File: config.mk
export PLATFORM = sky130hd
export DESIGN_NAME = bsis_top
export DESIGN_NICKNAME = d
export VERILOG_FILES = /design/src/verilog/bsis_pkg.sv /design/src/verilog/bsis_tap_fsm.sv /design/src/verilog/bsis_top.sv
export VERILOG_INCLUDE_DIRS = /design/src /design/src/verilog
export SDC_FILE = /design/constraint.sdc
export NUM_CORES = 1
export LEC_CHECK = 0
export BUFFER_PORTS_ARGS = -buffer_cell sky130_fd_sc_hd__buf_2
export CORE_ASPECT_RATIO = 0.8
export CORE_UTILIZATION = 40
export DETAILED_ROUTE_END_ITERATION = 7
export SYNTH_ARGS = -nofsm -noshare
export SYNTH_HDL_FRONTEND = slang
export SYNTH_SLANG_ARGS = --single-unit
File: constraint.sdc
create_clock -name clk_in -period 4.07 [get_ports clk_in]
set_input_delay 0.2035 -clock clk_in [delete_from_list [all_inputs] [get_ports clk_in]]
set_output_delay 0.2035 -clock clk_in [all_outputs]
set_load 0.05 [all_outputs]
File: src/verilog/bsis_defs.svh
// constants of the boundary-scan instruction block
// assumes inclusion by the package and the design files by bare name
`ifndef BSIS_DEFS_SVH
`define BSIS_DEFS_SVH

// instruction register width and opcodes
`define BSIS_IR_W          6
`define BSIS_OP_EXTEST     6'h00
`define BSIS_OP_SAMPLE     6'h01
`define BSIS_OP_IDCODE     6'h02
`define BSIS_OP_HIGHZ      6'h03
`define BSIS_OP_VALIDATE   6'h2D
`define BSIS_OP_EXT_TRAIN  6'h3C
`define BSIS_OP_EXT_PULSE  6'h3D
`define BSIS_OP_CLAMP      6'h3E
`define BSIS_OP_BYPASS     6'h3F

// identification value layout
`define BSIS_ID_W          32
`define BSIS_ID_LSB_POS    0
`define BSIS_ID_MAKER_LO   1
`define BSIS_ID_MAKER_W    11
`define BSIS_ID_PART_LO    12
`define BSIS_ID_PART_W     16
`define BSIS_ID_REV_LO     28
`define BSIS_ID_REV_W      4
`define BSIS_ID_LSB_VAL    1'h1

// default identity fields, arbitrary values
`define BSIS_MAKER_DEF     11'h2A5
`define BSIS_PART_DEF      16'h1234
`define BSIS_REV_DEF       4'h0

// bypass capture value
`define BSIS_BYP_CAPTURE   1'h0

`endif

File: src/verilog/bsis_pkg.sv
// types of the boundary-scan instruction block
// assumes bsis_defs.svh is on the include path
package bsis_pkg;
  `include "bsis_defs.svh"

  // test state machine states
  typedef enum logic [3:0] {
    BSIS_TLR, BSIS_RTI, BSIS_SEL_DR, BSIS_CAP_DR, BSIS_SHIFT_DR,
    BSIS_EXIT1_DR, BSIS_PAUSE_DR, BSIS_EXIT2_DR, BSIS_UPD_DR,
    BSIS_SEL_IR, BSIS_CAP_IR, BSIS_SHIFT_IR, BSIS_EXIT1_IR,
    BSIS_PAUSE_IR, BSIS_EXIT2_IR, BSIS_UPD_IR
  } bsis_tap_e;

  // data register on the serial path
  typedef enum logic [1:0] {
    BSIS_DR_BYPASS, BSIS_DR_ID, BSIS_DR_BSR
  } bsis_dr_e;
endpackage

File: src/verilog/bsis_tap_fsm.sv
// test state machine, stepped on each detected test clock rise
// assumes synchronised mode select and a one-cycle rise strobe
`timescale 1ns/10ps
module bsis_tap_fsm (
  input  wire logic                clk_in,
  input  wire logic                sys_rst_in,
  input  wire logic                trst_n_in,
  input  wire logic                tck_rise_in,
  input  wire logic                tms_in,
  output bsis_pkg::bsis_tap_e      state_out
);
  import bsis_pkg::*;

  bsis_tap_e state_r;
  bsis_tap_e state_nxt;

  // one step of the standard sixteen-state graph
  function automatic bsis_tap_e step(input bsis_tap_e s, input logic m);
    bsis_tap_e n;
    n = s;
    unique case (s)
      BSIS_TLR:      n = m ? BSIS_TLR      : BSIS_RTI;
      BSIS_RTI:      n = m ? BSIS_SEL_DR   : BSIS_RTI;
      BSIS_SEL_DR:   n = m ? BSIS_SEL_IR   : BSIS_CAP_DR;
      BSIS_CAP_DR:   n = m ? BSIS_EXIT1_DR : BSIS_SHIFT_DR;
      BSIS_SHIFT_DR: n = m ? BSIS_EXIT1_DR : BSIS_SHIFT_DR;
      BSIS_EXIT1_DR: n = m ? BSIS_UPD_DR   : BSIS_PAUSE_DR;
      BSIS_PAUSE_DR: n = m ? BSIS_EXIT2_DR : BSIS_PAUSE_DR;
      BSIS_EXIT2_DR: n = m ? BSIS_UPD_DR   : BSIS_SHIFT_DR;
      BSIS_UPD_DR:   n = m ? BSIS_SEL_DR   : BSIS_RTI;
      BSIS_SEL_IR:   n = m ? BSIS_TLR      : BSIS_CAP_IR;
      BSIS_CAP_IR:   n = m ? BSIS_EXIT1_IR : BSIS_SHIFT_IR;
      BSIS_SHIFT_IR: n = m ? BSIS_EXIT1_IR : BSIS_SHIFT_IR;
      BSIS_EXIT1_IR: n = m ? BSIS_UPD_IR   : BSIS_PAUSE_IR;
      BSIS_PAUSE_IR: n = m ? BSIS_EXIT2_IR : BSIS_PAUSE_IR;
      BSIS_EXIT2_IR: n = m ? BSIS_UPD_IR   : BSIS_SHIFT_IR;
      BSIS_UPD_IR:   n = m ? BSIS_SEL_DR   : BSIS_RTI;
    endcase
    return n;
  endfunction

  // test reset forces the reset state, five high mode bits reach it too
  always_comb begin
    state_nxt = state_r;
    if (!trst_n_in) begin
      state_nxt = BSIS_TLR; // RULE4
    end else if (tck_rise_in) begin
      state_nxt = step(state_r, tms_in);
    end
  end

  // state register
  always_ff @(posedge clk_in) begin
    if (sys_rst_in) begin
      state_r <= BSIS_TLR;
    end else begin
      state_r <= state_nxt;
    end
  end

  assign state_out = state_r;
endmodule

File: src/verilog/bsis_top.sv
// boundary-scan instruction, bypass and identification logic
// assumes the test pins come from another domain and are sampled here;
// the boundary cell chain sits outside, on this clock, behind bsr_* ports
//
// Operation
// RULE1 - bypass bit loads zero in Capture-DR
// RULE2 - bypass gives one-bit path TDI to TDO
// RULE3 - clamp holds outputs, routes through bypass
// RULE4 - test reset makes IDCODE current
// RULE5 - identification value lsb is always one
// RULE6 - bypass exists; identification selected after reset
// RULE7 - IDCODE shifts 32 bits, lsb first
// RULE8 - id fields: one, maker, part, revision
// RULE9 - Capture-IR loads VALIDATE pattern ending 01
// RULE10 - AC instructions take effect at falling clock
// RULE11 - AC instructions shift through boundary path
// RULE12 - train pulses last while in Run-Test/Idle
// RULE13 - pulse width equals Run-Test/Idle time
// RULE14 - no Run-Test/Idle behaves as plain EXTEST
// RULE15 - tester never loads reserved instruction codes
// RULE16 - system keeps state machine in reset
// RULE17 - idle test clock driven low by tester
// RULE18 - six-bit instruction latched at Update-IR
// RULE19 - opcode decode; other codes are reserved
`timescale 1ns/10ps
`include "bsis_defs.svh"
module bsis_top #(
  parameter logic [10:0] MAKER_CODE = `BSIS_MAKER_DEF, // arbitrary value
  parameter logic [15:0] PART_CODE  = `BSIS_PART_DEF,  // arbitrary value
  parameter logic [3:0]  REVISION   = `BSIS_REV_DEF    // arbitrary value
) (
  input  wire logic            clk_in,
  input  wire logic            sys_rst_in,
  input  wire logic            tck_in,
  input  wire logic            tms_in,
  input  wire logic            tdi_in,
  input  wire logic            trst_n_in,
  output logic                 tdo_out,
  output logic                 tdo_oe_out,
  input  wire logic            bsr_so_in,
  output logic                 bsr_si_out,
  output logic                 bsr_capture_out,
  output logic                 bsr_shift_out,
  output logic                 bsr_update_out,
  output logic                 bsr_drive_out,
  output logic                 bsr_highz_out,
  output logic                 ac_mode_out,
  output logic                 ac_pulse_out,
  output logic [5:0]           instr_out,
  output bsis_pkg::bsis_tap_e  tap_state_out
);
  import bsis_pkg::*;

  localparam int IRW = `BSIS_IR_W;
  localparam int IDW = `BSIS_ID_W;

  // identification value built from its fields
  localparam logic [31:0] ID_VALUE = {REVISION, PART_CODE, MAKER_CODE,
                                      `BSIS_ID_LSB_VAL}; // RULE5 RULE8

  // selects the data register that an instruction puts on the path
  function automatic bsis_dr_e dr_select(input logic [5:0] op);
    bsis_dr_e d;
    d = BSIS_DR_BYPASS;
    unique case (op)
      `BSIS_OP_IDCODE:    d = BSIS_DR_ID;
      `BSIS_OP_EXTEST,
      `BSIS_OP_SAMPLE,
      `BSIS_OP_EXT_TRAIN,
      `BSIS_OP_EXT_PULSE: d = BSIS_DR_BSR; // RULE11
      default:            d = BSIS_DR_BYPASS; // RULE3 RULE19
    endcase
    return d;
  endfunction

  // true for instructions that let the boundary cells drive the pins
  function automatic logic drives_pins(input logic [5:0] op);
    return (op == `BSIS_OP_EXTEST) || (op == `BSIS_OP_CLAMP) ||
           (op == `BSIS_OP_EXT_TRAIN) || (op == `BSIS_OP_EXT_PULSE);
  endfunction

  // ---- pin synchronisers
  logic tck_s1_r, tck_s2_r, tck_s3_r;
  logic tms_s1_r, tms_s2_r;
  logic tdi_s1_r, tdi_s2_r;
  logic trst_s1_r, trst_s2_r;
  logic tck_rise;
  logic tck_fall;

  // two flops per pin, a third on the clock for edge finding
  always_ff @(posedge clk_in) begin
    if (sys_rst_in) begin
      tck_s1_r  <= 1'h0;
      tck_s2_r  <= 1'h0;
      tck_s3_r  <= 1'h0;
      tms_s1_r  <= 1'h1;
      tms_s2_r  <= 1'h1;
      tdi_s1_r  <= 1'h1;
      tdi_s2_r  <= 1'h1;
      trst_s1_r <= 1'h0;
      trst_s2_r <= 1'h0;
    end else begin
      tck_s1_r  <= tck_in;
      tck_s2_r  <= tck_s1_r;
      tck_s3_r  <= tck_s2_r;
      tms_s1_r  <= tms_in;
      tms_s2_r  <= tms_s1_r;
      tdi_s1_r  <= tdi_in;
      tdi_s2_r  <= tdi_s1_r;
      trst_s1_r <= trst_n_in;
      trst_s2_r <= trst_s1_r;
    end
  end

  // test clock edges seen by the system clock
  assign tck_rise = tck_s2_r & ~tck_s3_r;
  assign tck_fall = ~tck_s2_r & tck_s3_r;

  // ---- test state machine
  bsis_tap_e state;

  bsis_tap_fsm u_fsm (
    .clk_in      (clk_in),
    .sys_rst_in  (sys_rst_in),
    .trst_n_in   (trst_s2_r),
    .tck_rise_in (tck_rise),
    .tms_in      (tms_s2_r),
    .state_out   (state)
  );

  // ---- instruction register
  logic [IRW-1:0] ir_shift_r, ir_shift_nxt;
  logic [IRW-1:0] ir_r, ir_nxt;

  // capture, shift and latch of the instruction
  always_comb begin
    ir_shift_nxt = ir_shift_r;
    ir_nxt       = ir_r;
    if (tck_rise && state == BSIS_CAP_IR) begin
      ir_shift_nxt = `BSIS_OP_VALIDATE; // RULE9
    end else if (tck_rise && state == BSIS_SHIFT_IR) begin
      ir_shift_nxt = {tdi_s2_r, ir_shift_r[IRW-1:1]};
    end
    if (!trst_s2_r || state == BSIS_TLR) begin
      ir_nxt = `BSIS_OP_IDCODE; // RULE4 RULE6
    end else if (tck_fall && state == BSIS_UPD_IR) begin
      ir_nxt = ir_shift_r; // RULE10 RULE18
    end
  end

  // instruction registers
  always_ff @(posedge clk_in) begin
    if (sys_rst_in) begin
      ir_shift_r <= `BSIS_OP_IDCODE;
      ir_r       <= `BSIS_OP_IDCODE;
    end else begin
      ir_shift_r <= ir_shift_nxt;
      ir_r       <= ir_nxt;
    end
  end

  // ---- data registers
  bsis_dr_e       sel;
  logic           bypass_r, bypass_nxt;
  logic [IDW-1:0] id_r, id_nxt;
  logic           cap_dr;
  logic           sh_dr;

  assign sel    = dr_select(ir_r);
  assign cap_dr = tck_rise && (state == BSIS_CAP_DR);
  assign sh_dr  = tck_rise && (state == BSIS_SHIFT_DR);

  // bypass bit and identification shifter
  always_comb begin
    bypass_nxt = bypass_r;
    id_nxt     = id_r;
    if (cap_dr) begin
      bypass_nxt = `BSIS_BYP_CAPTURE; // RULE1
      id_nxt     = ID_VALUE; // RULE7
    end else if (sh_dr) begin
      bypass_nxt = tdi_s2_r; // RULE2
      id_nxt     = {tdi_s2_r, id_r[IDW-1:1]}; // RULE7
    end
  end

  // data registers
  always_ff @(posedge clk_in) begin
    if (sys_rst_in) begin
      bypass_r <= 1'h0;
      id_r     <= '0;
    end else begin
      bypass_r <= bypass_nxt;
      id_r     <= id_nxt;
    end
  end

  // ---- serial output, changed on the falling test clock
  logic tdo_r, tdo_nxt;
  logic tdo_oe_r, tdo_oe_nxt;

  // pick the bit at the head of the active path
  always_comb begin
    tdo_nxt    = tdo_r;
    tdo_oe_nxt = tdo_oe_r;
    if (!trst_s2_r) begin
      tdo_oe_nxt = 1'h0;
    end else if (tck_fall) begin
      tdo_oe_nxt = (state == BSIS_SHIFT_IR) || (state == BSIS_SHIFT_DR);
      if (state == BSIS_SHIFT_IR) begin
        tdo_nxt = ir_shift_r[0];
      end else if (state == BSIS_SHIFT_DR) begin
        unique case (sel)
          BSIS_DR_ID:     tdo_nxt = id_r[0]; // RULE5 RULE7
          BSIS_DR_BSR:    tdo_nxt = bsr_so_in; // RULE11
          BSIS_DR_BYPASS: tdo_nxt = bypass_r; // RULE2 RULE3
        endcase
      end
    end
  end

  // serial output registers
  always_ff @(posedge clk_in) begin
    if (sys_rst_in) begin
      tdo_r    <= 1'h0;
      tdo_oe_r <= 1'h0;
    end else begin
      tdo_r    <= tdo_nxt;
      tdo_oe_r <= tdo_oe_nxt;
    end
  end

  // ---- boundary chain control
  logic bsr_si_r, bsr_si_nxt;
  logic bsr_cap_r, bsr_cap_nxt;
  logic bsr_sh_r, bsr_sh_nxt;
  logic bsr_upd_r, bsr_upd_nxt;
  logic drive_r, drive_nxt;
  logic highz_r, highz_nxt;

  // strobes to the external cells and the pin control levels
  always_comb begin
    bsr_si_nxt  = tdi_s2_r;
    bsr_cap_nxt = cap_dr && (sel == BSIS_DR_BSR);
    bsr_sh_nxt  = sh_dr && (sel == BSIS_DR_BSR); // RULE11
    bsr_upd_nxt = tck_fall && (state == BSIS_UPD_DR) &&
                  (sel == BSIS_DR_BSR);
    drive_nxt   = drives_pins(ir_r); // RULE3 RULE14
    highz_nxt   = (ir_r == `BSIS_OP_HIGHZ);
  end

  // boundary control registers
  always_ff @(posedge clk_in) begin
    if (sys_rst_in) begin
      bsr_si_r  <= 1'h0;
      bsr_cap_r <= 1'h0;
      bsr_sh_r  <= 1'h0;
      bsr_upd_r <= 1'h0;
      drive_r   <= 1'h0;
      highz_r   <= 1'h0;
    end else begin
      bsr_si_r  <= bsr_si_nxt;
      bsr_cap_r <= bsr_cap_nxt;
      bsr_sh_r  <= bsr_sh_nxt;
      bsr_upd_r <= bsr_upd_nxt;
      drive_r   <= drive_nxt;
      highz_r   <= highz_nxt;
    end
  end

  // ---- AC pin pulse generation
  logic ac_mode_r, ac_mode_nxt;
  logic ac_pulse_r, ac_pulse_nxt;
  logic is_train;
  logic is_pulse;

  assign is_train = (ir_r == `BSIS_OP_EXT_TRAIN);
  assign is_pulse = (ir_r == `BSIS_OP_EXT_PULSE);

  // train toggles per test clock rise in idle; pulse is high in idle
  always_comb begin
    ac_mode_nxt  = is_train || is_pulse; // RULE10
    ac_pulse_nxt = 1'h0; // RULE14
    if (state == BSIS_RTI) begin
      if (is_train) begin
        ac_pulse_nxt = tck_rise ? ~ac_pulse_r : ac_pulse_r; // RULE12
      end else if (is_pulse) begin
        ac_pulse_nxt = 1'h1; // RULE13
      end
    end
  end

  // AC registers
  always_ff @(posedge clk_in) begin
    if (sys_rst_in) begin
      ac_mode_r  <= 1'h0;
      ac_pulse_r <= 1'h0;
    end else begin
      ac_mode_r  <= ac_mode_nxt;
      ac_pulse_r <= ac_pulse_nxt;
    end
  end

  // ---- outputs
  assign tdo_out         = tdo_r;
  assign tdo_oe_out      = tdo_oe_r;
  assign bsr_si_out      = bsr_si_r;
  assign bsr_capture_out = bsr_cap_r;
  assign bsr_shift_out   = bsr_sh_r;
  assign bsr_update_out  = bsr_upd_r;
  assign bsr_drive_out   = drive_r;
  assign bsr_highz_out   = highz_r;
  assign ac_mode_out     = ac_mode_r;
  assign ac_pulse_out    = ac_pulse_r;
  assign instr_out       = ir_r;
  assign tap_state_out   = state;
endmodule
==> flow_summary_export.csv, run 1 <==
group,metric,value,unit
run_status,status,"completed",
clocking,clk-insertion-delay-late,0.34,ns
clocking,htree_levels,3,
logic_synthesis,syn_area,2570,um2
sta,slew_violations,0,
setup_path,path_cells,"or4b_4, or2_1, o221a_2",
logic_synthesis,synth.most_common_cell,"dfxtp_1",
finish,finalInstanceArea,2880,um2
setup_path,cp-end-kind,"flip-flop",
sta,max_freq,410,MHz
clocking,cts_made_buffers,9,
sta,setup_viol,0,
logic_synthesis,synth_top_area_cell,"dfxtp_1",
die,coreArea,6070,um2
drt,drtPass1Iterations,4,
setup_path,worstPathArrival,2.67,ns
global_route,grt_pass1_wl,8.74,mm
clocking,clockBufferDepth,2,
flow_run,maxCapViolCount,0,
sta,min_period,2.44,ns
finish,layout-drive-gt1-share,16.6,%
clocking,post-cts-setup-buffer-count,0,
global_route,grt.total_usage,16.9,%
die,start_util,42.4,%
drt,drtAntennaViolNets,0,
global_route,grt-ovfl-total,0,
placement,port_buffers,26,
setup_path,path_max_fanout,33,
drt,drc,0,
finish,area_growth,11.8,%
clocking,cts_resized,0,
power_and_ir_drop,p_per_area,414,nW/um2
setup_path,max_stage_delay,0.70,ns
clocking,cts_tree,"yes",
finish,final_cells,395,
sta,worst_slew_pin_slew,1.06,ns
logic_synthesis,synth_cell_types,45,
clocking,cts_hold_buf,0,
logic_synthesis,synthTopCellsByCount,"67 x dfxtp_1, 58 x nand2_1, 31 x a21oi_1",
sta,tns,0,ns
global_route,grt_max_degree,34,
die,die_x,91.7,um
logic_synthesis,synth_top_area_share,52.1,%
drt,num_vias,2066,
clocking,path_clk_slew,0.07,ns
logic_synthesis,synth_seq_area_share,52.1,%
drt,routed_wl,5.32,mm
placement,hpwlAfterDp,3.42,mm
die,fp.dieH,73.8,um
power_and_ir_drop,cellLeakagePower,1.02,nW
sta,hold_violations,0,
global_route,antenna_found_initial,0,
setup_path,critPathBufInv,0,
setup_path,cp_top_family,"simple AND/OR/NAND/NOR gates",
finish,antennaDiodeCount,0,
logic_synthesis,synth_seq_cells,67,
finish,nets,316,
power_and_ir_drop,ir_worst_vdd,252,uV
die,die-area,6760,um2
logic_synthesis,avgSynthCellArea,8.79,um2
sta,finalCritPeriodShare,60.0,%
die,rows,25,
drt,drt_iter0_drc,166,
placement,dp_cells,379,
drt,vias_per_cell,5.23,
global_route,grt_pass1_vias,1759,
sta,finClkSkew,0.00920,ns
logic_synthesis,synth_nets,300,
sta,rsz0062_at_grt,"no",
clocking,clock-sinks,67,
setup_path,worst_path_max_delay_cell,"dfxtp_1",
clocking,cts_root_buf,"clkbuf_8",
logic_synthesis,async_reset_ff_share,0,%
setup_path,start_kind,"flip-flop",
logic_synthesis,synthFlopType,"dfxtp_1",
setup_path,worstSetupPathType,"flip-flop to flip-flop",
placement,gp_congestion,0.789,
finish,utilization,47.4,%
sta,max_slew_margin,29.3,%
placement,place_area,2700,um2
die,ioPinCount,27,
drt,drt-wirelength-per-cell,13.5,um
logic_synthesis,synth_edf_count,0,
logic_synthesis,ys_warn_count,0,
logic_synthesis,syn-instance-count,293,
setup_path,cp.required,4.30,ns
hold_path,hold_class,"input port to flip-flop",
logic_synthesis,yosys-top-cells-area,"dfxtp_1 52%, nand2_1 8.5%, a21oi_1 6.0%",
## final cells by class
| cell class | count | area (um2) |
|---|---|---|
| Fill cell | 612 | 3190 |
| Sequential cell | 67 | 1340 |
| Multi-Input combinational cell | 199 | 1100 |
| Clock buffer | 12 | 155 |
| Timing Repair Buffer | 27 | 138 |
| Tap cell | 81 | 101 |
| Clock inverter | 4 | 25.0 |
| Inverter | 5 | 18.8 |
## per-stage QoR
step	setup WS, ns	hold slack, ns	total power (W)
2_1_floorplan	1.95	0.292	0.000698
3_3_place_gp	1.69	0.388	0.000705
3_5_place_dp	1.65	0.391	0.000705
4_1_cts	1.62	0.0381	0.00120
5_1_grt	1.49	0.0357	0.00124
6_report	1.63	0.0447	0.00119
## registers in the layout, indices dropped and copies added (netlist names), 4 cells and up
register	count
id_r	31
ir_shift_r	6
u_fsm.state_out	4
instr_out	6
## layer usage
metal	wire (um)	GRT usage (%)
met5	0	0
met4	63	5.73
met3	224	5.69
met2	2120	23.7
met1	2910	24.0
## report_power, final
part           internal, W   total, W  switching (W)
clock             0.000252   0.000500       0.000248
sequential        0.000660   0.000663     0.00000339
combinational   0.00000827  0.0000272      0.0000189
## placed cells by master, fill, tap and decap left out, types with 2 or more instances in the layout
| cell type | n |
|---|---|
| o221a_1 | 7 |
| clkinvlp_4 | 2 |
| clkbuf_8 | 11 |
| a31oi_1 | 5 |
| o21ai_0 | 11 |
| a21oi_1 | 31 |
| buf_2 | 26 |
| dfxtp_1 | 67 |
| nor2b_1 | 9 |
| nor3_1 | 6 |
| o31ai_1 | 2 |
| clkinv_2 | 2 |
| or2_2 | 5 |
| o221a_2 | 3 |
| a211oi_1 | 4 |
| nand2b_1 | 3 |
| nor2_1 | 18 |
| o22ai_1 | 5 |
| nand2_1 | 58 |
| o211ai_1 | 2 |
| nand3_1 | 3 |
| inv_1 | 4 |
| xnor2_1 | 3 |
| nand4_1 | 3 |
| nor3b_1 | 2 |
| nor4_1 | 2 |
## final timing paths
check	startpoint	to	slack (ns)	cells past startpoint
min	tms_in	tms_s1_r$_SDFF_PP1_	0.04	2
max reg2reg	u_fsm.state_out[2]$_SDFFE_PP0P_	id_r[24]$_SDFFE_PP0P_	1.63	3
min reg2reg	tms_s1_r$_SDFF_PP1_	tms_s2_r$_SDFF_PP1_	0.41	1
max	u_fsm.state_out[2]$_SDFFE_PP0P_	id_r[24]$_SDFFE_PP0P_	1.63	3
## cells by family (layout without fill, tap and decap cells)
logic type | count (synthesis) | count (layout) | share of synthesized area (%)
simple gates | 118 | 118 | 21.7
compound gates | 77 | 77 | 19.6
flops | 67 | 67 | 52.1
buf+inv | 27 | 48 | 5.20
xor+xnor | 3 | 3 | 1.02
mux | 1 | 1 | 0.389
Power figures use the tool's default switching activity.
==> run 2: changes to the inputs <==
Clock period 4.07 ns to 2.05 ns, I/O delays scaled along.
==> run 2 against run 1 <==
  * Sequential share of layout area fell by 2.4 points
  * Utilization is 2.6 points higher
  * Fmax up 35%
  * Register-to-register slack got worse by 1.4 ns
  * Design area up 5.4%
  * Clock power grew 150%
  * Sequential cell count unchanged
  * Sequential power up 99%
  * Global-route usage grew 0.85 points
==> flow_summary_export.csv, run 2 (same netlist as run 1, synthesis figures left out) <==
group,metric,value,unit
run_status,status,"completed",
finish,nets,329,
setup_path,cp.required,2.28,ns
global_route,use_met2,25.9,%
placement,port_buffers,26,
drt,routed_wl,5.56,mm
drt,drtAntennaViolNets,0,
clocking,clk-insertion-delay-late,0.34,ns
setup_path,start_kind,"flip-flop",
sta,max_freq,552,MHz
clocking,cts_hold_buf,4,
power_and_ir_drop,cellLeakagePower,1.11,nW
finish,layout_commonest_cell,"dfxtp_1",
sta,tns,0,ns
sta,worst_slew_pin_slew,0.671,ns
power_and_ir_drop,p_per_area,860,nW/um2
global_route,grt-ovfl-total,0,
global_route,busiest_layer,"met2",
setup_path,worstPathArrival,2.04,ns
setup_path,worstSetupPathType,"flip-flop to flip-flop",
sta,finalCritPeriodShare,88.3,%
die,die-area,6760,um2
finish,final_cell_mix,"66 x dfxtp_1, 58 x nand2_1, 31 x a21oi_1, 26 x buf_2, 18 x nor2_1",
clocking,cts_tree,"yes",
setup_path,max_stage_delay,0.51,ns
setup_path,r2r_cells,4,
drt,drt-wirelength-per-cell,13.6,um
die,die_x,91.7,um
finish,area_growth,17.9,%
sta,setup_viol,0,
clocking,clockBufferDepth,2,
placement,place_area,2770,um2
hold_path,hold_end,"ir_shift_r[5]$_SDFFE_PP0P_",
finish,antennaDiodeCount,0,
finish,fillCellCount,582,
global_route,grt_pass1_wl,9.16,mm
drt,drt_iter0_drc,131,
die,start_util,42.4,%
setup_path,reg2reg_to,"id_r[24]$_SDFFE_PP0P_",
setup_path,reg2reg_from,"u_fsm.state_out[2]$_SDFFE_PP0P_",
finish,multi_input_area,1100,um2
clocking,cts_made_buffers,9,
sta,slew_violations,0,
global_route,use_met3,6.42,%
placement,hpwlAfterDp,3.66,mm
die,fp.dieH,73.8,um
finish,largest-register,"id_r",
die,coreArea,6070,um2
finish,layout-drive-gt1-share,19.0,%
clocking,post-cts-setup-buffer-count,0,
finish,largest_reg_flops,31,
global_route,grt_max_degree,34,
sta,min_period,1.81,ns
sta,hold_violations,0,
global_route,grt.total_usage,17.7,%
clocking,clock-sinks,67,
sta,final.setup.worst_slack,0.239,ns
hold_path,hold_path_depth,2,
hold_path,hold_start,"sys_rst_in",
setup_path,cp_top_family,"simple AND/OR/NAND/NOR gates",
flow_run,maxCapViolCount,0,
clocking,path_clk_slew,0.08,ns
setup_path,worst_path_max_delay_cell,"or4b_4",
finish,seq_area,1340,um2
setup_path,reg2reg_setup_slack,0.24,ns
drt,num_vias,2128,
global_route,grt_pass1_vias,1879,
sta,rsz0062_at_grt,"no",
drt,vias_per_cell,5.22,
power_and_ir_drop,ir_worst_vdd,475,uV
drt,drc,0,
die,rows,25,
hold_path,hold_class,"input port to flip-flop",
setup_path,critPathBufInv,1,
sta,finClkSkew,0.0137,ns
placement,pre_cts_slack,0.280,ns
sta,max_slew_margin,55.0,%
clocking,htree_levels,3,
global_route,grtUsageMet1,24.1,%
clocking,cts_resized,0,
clocking,cts_root_buf,"clkbuf_8",
setup_path,path_max_fanout,33,
placement,gp_congestion,0.795,
setup_path,cp-end-kind,"flip-flop",
drt,drtPass1Iterations,4,
die,ioPinCount,27,
setup_path,path_cells,"or4b_4, or2_1, buf_4, o221a_2",
finish,finalInstanceArea,3040,um2
global_route,antenna_found_initial,0,
run 2: cell types whose count changed in the layout (fill, tap and decap cells not counted):
cell	delta
dfxtp_1	-1
clkinvlp_4	-1
buf_4	+9
dlygate4sd3_1	+4
dfxtp_2	+1
bufinv_16	+2
clkinv_2	-1
run 2: where the power goes:
part           leakage, nW  total (W)  internal, W  switching (W)
sequential           0.542    0.00132      0.00131     0.00000571
combinational        0.452  0.0000665    0.0000250      0.0000415
clock                0.113    0.00123     0.000750       0.000478
run 2: cell type report:
type,instances,area share [%]
clock buffer,12,5.11
timing repair buffer,40,8.08
multi-input combinational,199,36.2
clock inverter,4,2.39
tap,81,3.34
inverter,5,0.618
sequential,67,44.2
run 2: per-stage QoR:
stage	hold WS, ns	std cells	utilization [%]	power [W]
after floorplan	0.191	293	-	0.00139
after global placement	0.284	388	45.6	0.00141
after detailed placement	0.287	388	45.6	0.00141
after CTS	0.169	408	50.0	0.00264
after global routing	0.214	408	50.0	0.00270
final	0.191	408	50.0	0.00261
run 2: layer usage:
layer,share of wire [%],wire length [um],vias to the layer above
met5,0,0,-
met4,1.4,80,0
met3,6.1,341,10
met2,41,2270,58
met1,52,2870,972
li1,-,-,1088
run 2: worst max-delay path by stage:
stage | startpoint | to | slack, ns | cells after the start
floorplan | u_fsm.state_out[1]$_SDFFE_PP0P_ | id_r[16]$_SDFFE_PP0P_ | 0.08 | 6
global route | u_fsm.state_out[2]$_SDFFE_PP0P_ | id_r[1]$_SDFFE_PP0P_ | 0.17 | 4
finish | u_fsm.state_out[2]$_SDFFE_PP0P_ | id_r[24]$_SDFFE_PP0P_ | 0.24 | 4
CTS | u_fsm.state_out[2]$_SDFFE_PP0P_ | id_r[24]$_SDFFE_PP0P_ | 0.25 | 4
detailed placement | u_fsm.state_out[2]$_SDFFE_PP0P_ | id_r[24]$_SDFFE_PP0P_ | 0.28 | 4
global placement | u_fsm.state_out[2]$_SDFFE_PP0P_ | id_r[24]$_SDFFE_PP0P_ | 0.29 | 4
